--- src/design/spds_pkg.sv ---
// Constants, types and register map of the standby power-down sequencer.
// Summary of operation
// - Halt with standby select set enters software standby, not sleep.
// - Software standby stops CPU and clock, holds DMA and modules in reset.
// - Software standby keeps CPU registers, RAM, port settings and refresh mode bits 5-0.
// - Standby entry clears refresh counter and refresh mode bits 7 and 6.
// - Software standby ends only on NMI, enabled line 0-2, reset or standby.
// - Interrupt wake: oscillator on, settling wait, then interrupt handling.
// - Disabled or CPU-masked lines 0-2 never end software standby.
// - Low reset pin in standby gives clocks at once; its rise starts reset.
// - Low standby pin in software standby moves to hardware standby.
// - Select 000..011 gives 8192..65536 states, 10x 131072, 11x illegal.
// - NMI edge select picks falling edge at 0 and rising edge at 1.
// - Low standby pin in any state enters hardware standby, halting all.
// - Hardware standby resets all but RAM and floats every I/O port.
// - Standby rise under low reset starts oscillator; reset rise then runs.
// - Standby select stays 1 after interrupt wake until software writes 0.
package spds_pkg;
  localparam logic [4:0] SYSCTL_OFS = 5'h00;
  localparam logic [4:0] IRQEN_OFS = 5'h04;
  localparam logic [4:0] STATUS_OFS = 5'h08;
  localparam logic [4:0] RFCTL_OFS = 5'h0C;
  localparam logic [4:0] RFCNT_OFS = 5'h10;
  localparam logic [7:0] SYSCTL_RST = 8'h0B;
  localparam logic [7:0] RFCTL_RST = 8'h00;
  localparam logic [7:0] RFCNT_RST = 8'h00;
  localparam logic [2:0] IRQEN_RST = 3'h0;
  localparam logic [7:0] RFCTL_INIT_MASK = 8'hC0;
  localparam int STANDBY_SELECT_BIT_BIT = 7;
  localparam int STS_MSB = 6;
  localparam int STS_LSB = 4;
  localparam int NMI_EDGE_SELECT_BIT = 2;
  localparam int ONCHIP_RAM_ENABLE_BIT = 0;
  localparam int SETTLE_STATES_MIN = 8192;
  localparam int SETTLE_CW = 18;
  localparam int CRYSTAL_SETTLE_MS = 8;
  localparam int CLK_HZ = 20000000;
  localparam int CRYSTAL_SETTLE_CYC = CRYSTAL_SETTLE_MS * (CLK_HZ / 1000);

  typedef enum logic [2:0] {
    ST_RUN = 3'h0,
    ST_SWSTBY = 3'h1,
    ST_SETTLE = 3'h3,
    ST_SLEEP = 3'h2,
    ST_PINRST = 3'h4,
    ST_HWSTBY = 3'h6
  } spds_state_t;

  typedef struct packed {
    logic cpuHalt;
    logic clkEnable;
    logic oscRun;
    logic modReset;
    logic portHiZ;
  } spds_pwr_t;

  // Field order: cpuHalt, clkEnable, oscRun, modReset, portHiZ.
  localparam spds_pwr_t PWR_RUN = 5'h0C;
  localparam spds_pwr_t PWR_SLEEP = 5'h1C;
  localparam spds_pwr_t PWR_SWSTBY = 5'h12;
  localparam spds_pwr_t PWR_SETTLE = 5'h16;
  localparam spds_pwr_t PWR_PINRST = 5'h1E;
  localparam spds_pwr_t PWR_HWSTBY = 5'h13;
endpackage

--- src/design/spds_sequencer.sv ---
// Standby power-down sequencer with its Avalon-MM register slave.
`timescale 1ns/100ps
module spds_sequencer #(
  parameter int SETTLE_BASE = spds_pkg::SETTLE_STATES_MIN,
  parameter int CRYSTAL_MIN_CYC = spds_pkg::CRYSTAL_SETTLE_CYC
) (
  // Clock and reset
  input wire logic clk,
  input wire logic sys_rst,
  // Avalon-MM slave
  input wire logic [4:0] address,
  input wire logic read,
  input wire logic write,
  input wire logic [31:0] writedata,
  output logic [31:0] readdata,
  output logic waitrequest,
  // CPU and interrupt lines
  input wire logic haltInsn,
  input wire logic cpuIrqMask,
  input wire logic nmiPin,
  input wire logic [2:0] irqPin_n,
  // Board pins
  input wire logic chipInitPin_n,
  input wire logic hwStandbyPin_n,
  // Power and exception controls
  output spds_pkg::spds_pwr_t pwrCtrl,
  output logic intException,
  output logic resetException,
  output logic ramEnable,
  output logic [7:0] refreshCounter,
  output logic [7:0] refreshModeCtrl
);

  ////////////////////////////////////////////////////////////////////////////
  spds_pkg::spds_state_t state_reg, state_next;
  spds_pkg::spds_pwr_t pwr_reg, pwr_next;
  logic [spds_pkg::SETTLE_CW-1:0] cnt_reg, cnt_next;
  logic intExc_reg, intExc_next;
  logic rstExc_reg, rstExc_next;
  logic nmiPrev_reg;
  logic [7:0] sysctl_reg, sysctl_next;
  logic [7:0] rfctl_reg, rfctl_next;
  logic [7:0] rfcnt_reg, rfcnt_next;
  logic [2:0] irqEn_reg, irqEn_next;
  logic [31:0] rdata_reg, rdata_next;
  logic wait_reg, wait_next;
  logic nmiEdge, irqWake, wake, settleLast, crystalShort;
  logic wrStb, rdStb, swEntry, chipReset;
  logic [2:0] stsSel;
  logic [2:0] shift;
  logic [31:0] targetWide;
  logic [spds_pkg::SETTLE_CW-1:0] target;

  assign stsSel = sysctl_reg[spds_pkg::STS_MSB:spds_pkg::STS_LSB];
  // Both 10x codes and the illegal 11x codes take the longest wait.
  assign shift = stsSel[2] ? 3'h4 : {1'b0, stsSel[1:0]};
  assign targetWide = 32'(SETTLE_BASE) << shift;
  assign target = targetWide[spds_pkg::SETTLE_CW-1:0];
  assign settleLast = (cnt_reg == target - 1'b1);
  assign crystalShort = (targetWide < 32'(CRYSTAL_MIN_CYC));

  assign nmiEdge = sysctl_reg[spds_pkg::NMI_EDGE_SELECT_BIT]
    ? (nmiPin & ~nmiPrev_reg)
    : (~nmiPin & nmiPrev_reg);
  assign irqWake = (|(~irqPin_n & irqEn_reg)) & ~cpuIrqMask;
  assign wake = nmiEdge | irqWake;

  assign wrStb = write & ~wait_reg;
  assign rdStb = read & wait_reg;

  ////////////////////////////////////////////////////////////////////////////
  always_comb
  begin
    state_next = state_reg;
    cnt_next = '0;
    intExc_next = 1'b0;
    rstExc_next = 1'b0;
    if (!hwStandbyPin_n)
    begin
      state_next = spds_pkg::ST_HWSTBY;
    end
    else if (!chipInitPin_n)
    begin
      state_next = spds_pkg::ST_PINRST;
    end
    else
    begin
      unique case (state_reg)
        spds_pkg::ST_RUN:
        begin
          if (haltInsn)
          begin
            state_next = sysctl_reg[spds_pkg::STANDBY_SELECT_BIT_BIT]
              ? spds_pkg::ST_SWSTBY : spds_pkg::ST_SLEEP;
          end
        end
        spds_pkg::ST_SLEEP:
        begin
          if (wake)
          begin
            state_next = spds_pkg::ST_RUN;
            intExc_next = 1'b1;
          end
        end
        spds_pkg::ST_SWSTBY:
        begin
          if (wake)
          begin
            state_next = spds_pkg::ST_SETTLE;
          end
        end
        spds_pkg::ST_SETTLE:
        begin
          if (settleLast)
          begin
            state_next = spds_pkg::ST_RUN;
            intExc_next = 1'b1;
          end
          else
          begin
            cnt_next = cnt_reg + 1'b1;
          end
        end
        spds_pkg::ST_PINRST, spds_pkg::ST_HWSTBY:
        begin
          state_next = spds_pkg::ST_RUN;
          rstExc_next = 1'b1;
        end
        default:
        begin
          state_next = spds_pkg::ST_RUN;
        end
      endcase
    end
    unique case (state_next)
      spds_pkg::ST_SLEEP: pwr_next = spds_pkg::PWR_SLEEP;
      spds_pkg::ST_SWSTBY: pwr_next = spds_pkg::PWR_SWSTBY;
      spds_pkg::ST_SETTLE: pwr_next = spds_pkg::PWR_SETTLE;
      spds_pkg::ST_PINRST: pwr_next = spds_pkg::PWR_PINRST;
      spds_pkg::ST_HWSTBY: pwr_next = spds_pkg::PWR_HWSTBY;
      default: pwr_next = spds_pkg::PWR_RUN;
    endcase
  end

  always_ff @(posedge clk)
  begin
    if (sys_rst)
    begin
      state_reg <= spds_pkg::ST_RUN;
      pwr_reg <= spds_pkg::PWR_RUN;
      cnt_reg <= '0;
      intExc_reg <= 1'b0;
      rstExc_reg <= 1'b0;
      nmiPrev_reg <= 1'b0;
    end
    else
    begin
      state_reg <= state_next;
      pwr_reg <= pwr_next;
      cnt_reg <= cnt_next;
      intExc_reg <= intExc_next;
      rstExc_reg <= rstExc_next;
      nmiPrev_reg <= nmiPin;
    end
  end

  ////////////////////////////////////////////////////////////////////////////
  assign swEntry = (state_reg == spds_pkg::ST_RUN) &&
    (state_next == spds_pkg::ST_SWSTBY);
  assign chipReset = (state_next == spds_pkg::ST_PINRST) ||
    (state_next == spds_pkg::ST_HWSTBY);

  always_comb
  begin
    sysctl_next = sysctl_reg;
    irqEn_next = irqEn_reg;
    rfctl_next = rfctl_reg;
    rfcnt_next = rfcnt_reg;
    if ((state_reg == spds_pkg::ST_RUN) || (state_reg == spds_pkg::ST_SLEEP))
    begin
      rfcnt_next = rfcnt_reg + 8'h01;
    end
    if (wrStb)
    begin
      unique case (address)
        spds_pkg::SYSCTL_OFS: sysctl_next = writedata[7:0];
        spds_pkg::IRQEN_OFS: irqEn_next = writedata[2:0];
        spds_pkg::RFCTL_OFS: rfctl_next = writedata[7:0];
        spds_pkg::RFCNT_OFS: rfcnt_next = writedata[7:0];
        default: ;
      endcase
    end
    // Entry clears only these; every other setting is held while asleep.
    if (swEntry)
    begin
      rfcnt_next = spds_pkg::RFCNT_RST;
      rfctl_next = rfctl_reg & ~spds_pkg::RFCTL_INIT_MASK;
    end
    if (chipReset)
    begin
      sysctl_next = spds_pkg::SYSCTL_RST;
      irqEn_next = spds_pkg::IRQEN_RST;
      rfctl_next = spds_pkg::RFCTL_RST;
      rfcnt_next = spds_pkg::RFCNT_RST;
    end
  end

  always_ff @(posedge clk)
  begin
    if (sys_rst)
    begin
      sysctl_reg <= spds_pkg::SYSCTL_RST;
      irqEn_reg <= spds_pkg::IRQEN_RST;
      rfctl_reg <= spds_pkg::RFCTL_RST;
      rfcnt_reg <= spds_pkg::RFCNT_RST;
    end
    else
    begin
      sysctl_reg <= sysctl_next;
      irqEn_reg <= irqEn_next;
      rfctl_reg <= rfctl_next;
      rfcnt_reg <= rfcnt_next;
    end
  end

  ////////////////////////////////////////////////////////////////////////////
  // One wait cycle for every access keeps read data a plain flop.
  always_comb
  begin
    wait_next = ~((read | write) & wait_reg);
    rdata_next = rdata_reg;
    if (rdStb)
    begin
      unique case (address)
        spds_pkg::SYSCTL_OFS: rdata_next = {24'h000000, sysctl_reg};
        spds_pkg::IRQEN_OFS: rdata_next = {29'h00000000, irqEn_reg};
        spds_pkg::STATUS_OFS:
          rdata_next = {27'h0000000, crystalShort, 1'b0, state_reg};
        spds_pkg::RFCTL_OFS: rdata_next = {24'h000000, rfctl_reg};
        spds_pkg::RFCNT_OFS: rdata_next = {24'h000000, rfcnt_reg};
        default: rdata_next = 32'h00000000;
      endcase
    end
  end

  always_ff @(posedge clk)
  begin
    if (sys_rst)
    begin
      wait_reg <= 1'b1;
      rdata_reg <= 32'h00000000;
    end
    else
    begin
      wait_reg <= wait_next;
      rdata_reg <= rdata_next;
    end
  end

  assign readdata = rdata_reg;
  assign waitrequest = wait_reg;
  assign pwrCtrl = pwr_reg;
  assign intException = intExc_reg;
  assign resetException = rstExc_reg;
  assign ramEnable = sysctl_reg[spds_pkg::ONCHIP_RAM_ENABLE_BIT];
  assign refreshCounter = rfcnt_reg;
  assign refreshModeCtrl = rfctl_reg;

  ////////////////////////////////////////////////////////////////////////////
  logic pinsHigh;
  assign pinsHigh = chipInitPin_n & hwStandbyPin_n;
endmodule

--- config.mk ---
export PLATFORM = sky130hd
export DESIGN_NAME = spds_sequencer
export DESIGN_NICKNAME = d
export VERILOG_FILES = /design/src/design/spds_pkg.sv /design/src/design/spds_sequencer.sv
export SDC_FILE = /design/constraint.sdc
export NUM_CORES = 1
export LEC_CHECK = 0
export BUFFER_PORTS_ARGS = -buffer_cell sky130_fd_sc_hd__buf_2
export CAP_MARGIN = 20
export CORE_MARGIN = 2
export CORE_UTILIZATION = 52
export DETAILED_ROUTE_END_ITERATION = 10
export PLACE_DENSITY = 0.83
export SYNTH_ARGS = -nofsm -noshare
export SYNTH_HDL_FRONTEND = slang
export SYNTH_SLANG_ARGS = --single-unit
export TNS_END_PERCENT = 50
--- constraint.sdc ---
create_clock -name clk -period 4.88 [get_ports clk]
set_input_delay 0.488 -clock clk [delete_from_list [all_inputs] [get_ports clk]]
set_output_delay 0.488 -clock clk [all_outputs]
set_load 0.01 [all_outputs]
### Word level (Yosys, flattened, before mapping)

Cells that the tools add are included.

| operators by class | value |
|---|---|
| equality and inequality tests | 15 |
| reduce and logical (&&, ||, !) cells | 15 |
| multiplexer cells | 19 |
| add/sub/neg operators | 3 |
| $lt $le $gt $ge | 1 |
| shift operators | 1 |
| bitwise logic cells | 19 |

Operators by type and width:

| cell | count |
|---|---|
| case mux 8 bit (5 select lines) | 1 |
| < comparator 32 x 18 -> 1 bit, second input constant | 1 |
| << shifter 14 x 3 -> 32 bit, first input constant | 1 |
| case mux 5 bit (5 select lines) | 1 |
| two-way mux 8 bit | 3 |
| two-way mux 3 bit | 7 |
| adder 18 x 1 -> 18 bit, second input constant | 1 |
| == test 18 bit | 1 |
| subtractor 18 x 1 -> 18 bit, second input constant | 1 |
| == test 3 x 2 -> 1 bit, second input constant | 4 |
| == test 3 bit, second input constant | 4 |
| case mux 3 bit (4 select lines) | 1 |
| == test 5 x 4 -> 1 bit, second input constant | 2 |
| inverter 1 bit | 9 |
| OR reduction 3 bit | 3 |
| adder 8 x 1 -> 8 bit, second input constant | 1 |
| AND 1 bit | 6 |
| == test 3 x 1 -> 1 bit, second input constant | 2 |
| AND reduction 2 bit | 3 |
| == test 5 x 3 -> 1 bit, second input constant | 1 |
| == test 5 bit, second input constant | 1 |
| logical NOT 5 bit | 1 |
| OR reduction 5 bit | 1 |
| two-way mux 1 bit | 4 |
| other kinds (10) | 13 |

| storage, ports and cells | value |
|---|---|
| register bits | 89 |
| output and inout port bits | 57 |
| input bits | 49 |
| logic and storage cells | 90 |

### Logic depth before layout (Yosys ltp)

| logic depth | value |
|---|---|
| depth in word-level cells | 13 |
| mapped depth | 12 |
| mapped depth without buffers | 10 |

### Worst setup path after synthesis

Ideal clock, no wire load.

| path | value |
|---|---|
| path type | reg-to-reg |
| from | register cnt_reg[13] in the netlist's numbering |
| to | register rfcnt_reg[0] (netlist: refreshCounter[0]) |
| slack | 2.222 ns |
| required time | 4.794 ns |
| library setup time | 0.086 ns |
| arrival time | 2.573 ns |
| cell stages (with the launch flop) | 13 |
| path buffers | 3 |
| cell sequence | dfxtp_1 > buf_2 > and3_1 > and2_2 > o311a_2 > a21oi_2 > nand3_1 > ha_1 > or2_2 > clkbuf_1 > a41o_1 > clkbuf_1 > a211oi_1 |

| on the way | value |
|---|---|
| cells in the longest elaborated chain, start to end | 8 |
| elaborated cells between the ends (all ways) | 11 |

Ends and longest elaborated chain:

| element | RTL line | text |
|---|---|---|
| from (decl) | spds_sequencer.sv:37 | `logic [spds_pkg::SETTLE_CW-1:0] cnt_reg, cnt_next;` |
| from (signal assigned) | spds_sequencer.sv:160 | `cnt_reg <= cnt_next;` |
| == test 18 bit (*) | spds_sequencer.sv:59 | `assign settleLast = (cnt_reg == target - 1'b1);` |
| two-way mux 3 bit (*) | spds_sequencer.sv:114 | `if (settleLast)` |
| case mux 3 bit (4 select lines) (*) | spds_sequencer.sv:88 | `unique case (state_reg)` |
| two-way mux 3 bit (*) | spds_sequencer.sv:82 | `else if (!chipInitPin_n)` |
| two-way mux 3 bit (*) | spds_sequencer.sv:78 | `if (!hwStandbyPin_n)` |
| == test 3 x 1 -> 1 bit (tied with other cells) | spds_sequencer.sv:169 | `(state_next == spds_pkg::ST_SWSTBY);` |
| logical AND 1 bit or logical OR 1 bit (tied branches) | spds_sequencer.sv:168, spds_sequencer.sv:170 |  |
| OR reduction 3 bit (no line) (*) | -- |  |
| to (signal assigned) | spds_sequencer.sv:215 | `rfcnt_reg <= spds_pkg::RFCNT_RST;` |
| to (signal assigned) | spds_sequencer.sv:222 | `rfcnt_reg <= rfcnt_next;` |
| to (decl) | spds_sequencer.sv:43 | `logic [7:0] rfcnt_reg, rfcnt_next;` |

Mark *: on every way between the ends. The rest lies on a longest branch, timed or not.
A chain may end at the register's enable or synchronous reset.

### Final worst setup path

| path | value |
|---|---|
| from | register sysctl_reg[6] |
| to | register rfcnt_reg[1] (netlist: refreshCounter[1]) |

| on the way | value |
|---|---|
| cells in the longest elaborated chain, start to end | 11 |
| elaborated cells between the ends (all ways) | 14 |

Ends and longest elaborated chain:

| element | RTL line | text |
|---|---|---|
| from (decl) | spds_sequencer.sv:41 | `logic [7:0] sysctl_reg, sysctl_next;` |
| from (signal assigned) | spds_sequencer.sv:212 | `sysctl_reg <= spds_pkg::SYSCTL_RST;` |
| from (signal assigned) | spds_sequencer.sv:219 | `sysctl_reg <= sysctl_next;` |
| two-way mux 3 bit (*) | spds_sequencer.sv:56 | `assign shift = stsSel[2] ? 3'h4 : {1'b0, stsSel[1:0]};` |
| << shifter 14 x 3 -> 32 bit (*) | spds_sequencer.sv:57 | `assign targetWide = 32'(SETTLE_BASE) << shift;` |
| subtractor 18 x 1 -> 18 bit (*) | spds_sequencer.sv:59 |  |
| == test 18 bit (*) | spds_sequencer.sv:59 |  |
| two-way mux 3 bit (*) | spds_sequencer.sv:114 |  |
| case mux 3 bit (4 select lines) (*) | spds_sequencer.sv:88 |  |
| two-way mux 3 bit (*) | spds_sequencer.sv:82 |  |
| two-way mux 3 bit (*) | spds_sequencer.sv:78 |  |
| == test 3 x 1 -> 1 bit (tied with other cells) | spds_sequencer.sv:169 |  |
| logical AND 1 bit or logical OR 1 bit (tied branches) | spds_sequencer.sv:168, spds_sequencer.sv:170 |  |
| OR reduction 3 bit (no line) (*) | -- |  |

Marked as above.

==> impl_metrics.yaml <==
status:
  status: "completed"
synthesis:
  avgSynthCellArea_um2: 8.81
  seq_area_frac_synth_pct: 39.8
  async_reset_ff_share_pct: 0
  ys.flop_type: "dfxtp_1"
  synthCells: 371
  synth_area_leaders: "dfxtp_1 (40%), nor2_1 (6.2%), buf_4 (5.5%), xor2_1 (4.0%), nand2_1 (3.2%)"
  synthTopCellsByCount: "dfxtp_1 (65), nor2_1 (54), nand2_1 (28)"
  syn_area_um2: 3270
  ys_warn_count: 0
  synth_cell_types: 61
  synth_top_area_share_pct: 39.8
  synth_enable_flop_cells: 0
  yosys.area.top_type: "dfxtp_1"
  ys_seq_elements: 65
  synth_most_common_cell: "dfxtp_1"
final_layout:
  largest_reg_flops: 18
  layout-drive-gt1-share_pct: 21.9
  nets: 471
  syn2layout_area_growth_pct: 13.1
  postLayoutCellArea_um2: 3700
  antenna-diode-count: 0
cts:
  htree_levels: 3
  cts_setup_buffers: 0
  clock_latency_ns: 0.34
  cts_tree: "done"
  cts_resized: 0
  clk_pin_slew_ns: 0.07
  cts_root_buf: "clkbuf_8"
  cts-hold-fix-buffers: 0
  cts.path.max_buffers: 2
  cts_buffers: 9
  clock_sinks: 65
drt:
  num_vias: 2833
  drtIter0Drc: 194
  drtAntennaViolNets: 0
  vias_per_cell: 5.68
  wl_per_cell_um: 15.5
  drt_pass1_iterations: 6
  drc: 0
  wl_um: 7740
sta:
  finalSetupViolCount: 0
  hold_violations: 0
  slew_headroom_pct: 31.9
  min_period_ns: 2.94
  finalCritPeriodShare_pct: 60.2
  holdWs_ns: 0.356
  fmax_mhz: 341
  worstMarginPinSlew_ns: 1.02
  finalSetupTns_ns: 0
  grt_setup_unrepaired: "false"
  finalClockSkew_ns: 0.00686
  slew_viol_final: 0
global_routing:
  grt_first_pass_wirelength_um: 12700
  grt_pass1_vias: 2635
  overflow: 0
  grt_usage_pct: 22.8
  grt_max_degree: 19
  antenna_found_initial: 0
power_and_ir_drop:
  ir_worst_vdd_mv: 0.173
  leakage_nw: 1.43
  power.total_mw: 1.13
  cellPowerDensity_nw_per_um2: 305
placement:
  dpl_cell_area_um2: 3470
  place_hpwl_um: 5520
  place.gp.congestion: 0.893
  port_buffers: 57
worst_setup_path:
  critPathMaxStageDelay_ns: 0.49
  end_kind: "flop"
  cp-start-kind: "flop"
  worst_ep_required_time_ns: 5.12
  crit_fanout: 15
  crit_slowest_cell: "dfxtp_1"
  cp_top_family: "compound AO/OA/AOI/OAI gates"
  cp_num_buf_inv: 0
  critPathKind: "reg2reg"
  path_cells: "or4_1, a21boi_2, o311a_2, a21oi_2, nand3_1, ha_1, or2_2, a41o_1, a211oi_1"
  arrival_ns: 3.18
floorplanning:
  die_w_um: 83.3
  start_util_pct: 54.6
  pin_count: 106
  rows: 28
  dieArea_um2: 6930
  core_area_um2: 5990
  die_h_um: 83.3
hold_path:
  hp-class: "in2reg"
job:
  maxCapViolCount: 0
==> cells in the final DEF (no fill, tap or decap), types with 6 or more instances in the layout <==
master and n:
conb_1 24, nand2_1 28, xor2_1 15, xnor2_1 9, dfxtp_1 65, a21oi_1 14, clkbuf_8 11, a211oi_1 9
buf_2 57, nand4_1 10, nor2_1 54, mux2i_1 10, inv_1 6, nand3_1 21
==> metrics by stage <==
step | instances | util, % | setup slack, ns
finish | 499 | 61.7 | 1.94
CTS | 499 | 61.7 | 1.96
detailed placement | 483 | 57.9 | 2.01
global route | 499 | 61.7 | 1.75
global placement | 483 | 57.9 | 2.12
floorplan | 394 | - | 2.22
==> final cells by class <==
cell class                 count  area (um2)
inverter                       6        22.5
sequential                    65        1300
clock buffer                  11         151
clock inverter                 5        77.6
fill                         532        2290
multi-input combinational    280        1760
tap                           75        93.8
timing repair buffer          57         285
==> kinds of logic (layout without fill, tap and decap cells) <==
kind of cell	count (synthesis)	count (layout)	synth area share [%]
mux	13	13	4.10
buf+inv	49	79	8.84
flops	65	65	39.8
compound gates	58	58	14.5
fa+ha+maj	3	3	1.15
other cells	1	24	0.115
simple gates	158	158	25.1
xor+xnor	24	24	6.43
==> path summary, 6_finish.rpt <==
path / startpoint / endpoint / slack, ns / depth (start not counted)
worst max-delay path: sysctl_reg[6] / refreshCounter[1] / 1.94 / 9
worst min register to register: waitrequest / waitrequest / 0.46 / 1
worst max register to register: sysctl_reg[6] / refreshCounter[1] / 1.94 / 9
worst min-delay path: read / waitrequest / 0.36 / 2
==> metal layers <==
layer / GRT usage (%) / wire (um) / up-vias
li1: - / - / 1370
met1: 28.4 / 3250 / 1321
met2: 36.4 / 3690 / 117
met3: 5.27 / 578 / 25
met4: 12.5 / 225 / 0
met5: 0 / 0 / -
==> where the power goes <==
group          switching [mW]  leakage (nW)  internal, mW  total (mW)
registers             0.00450         0.526         0.536       0.541
logic                  0.0477         0.786        0.0237      0.0714
clock network           0.203         0.115         0.314       0.517
total                   0.255          1.43         0.874        1.13
Note: power is estimated with default switching activity, not from simulation.
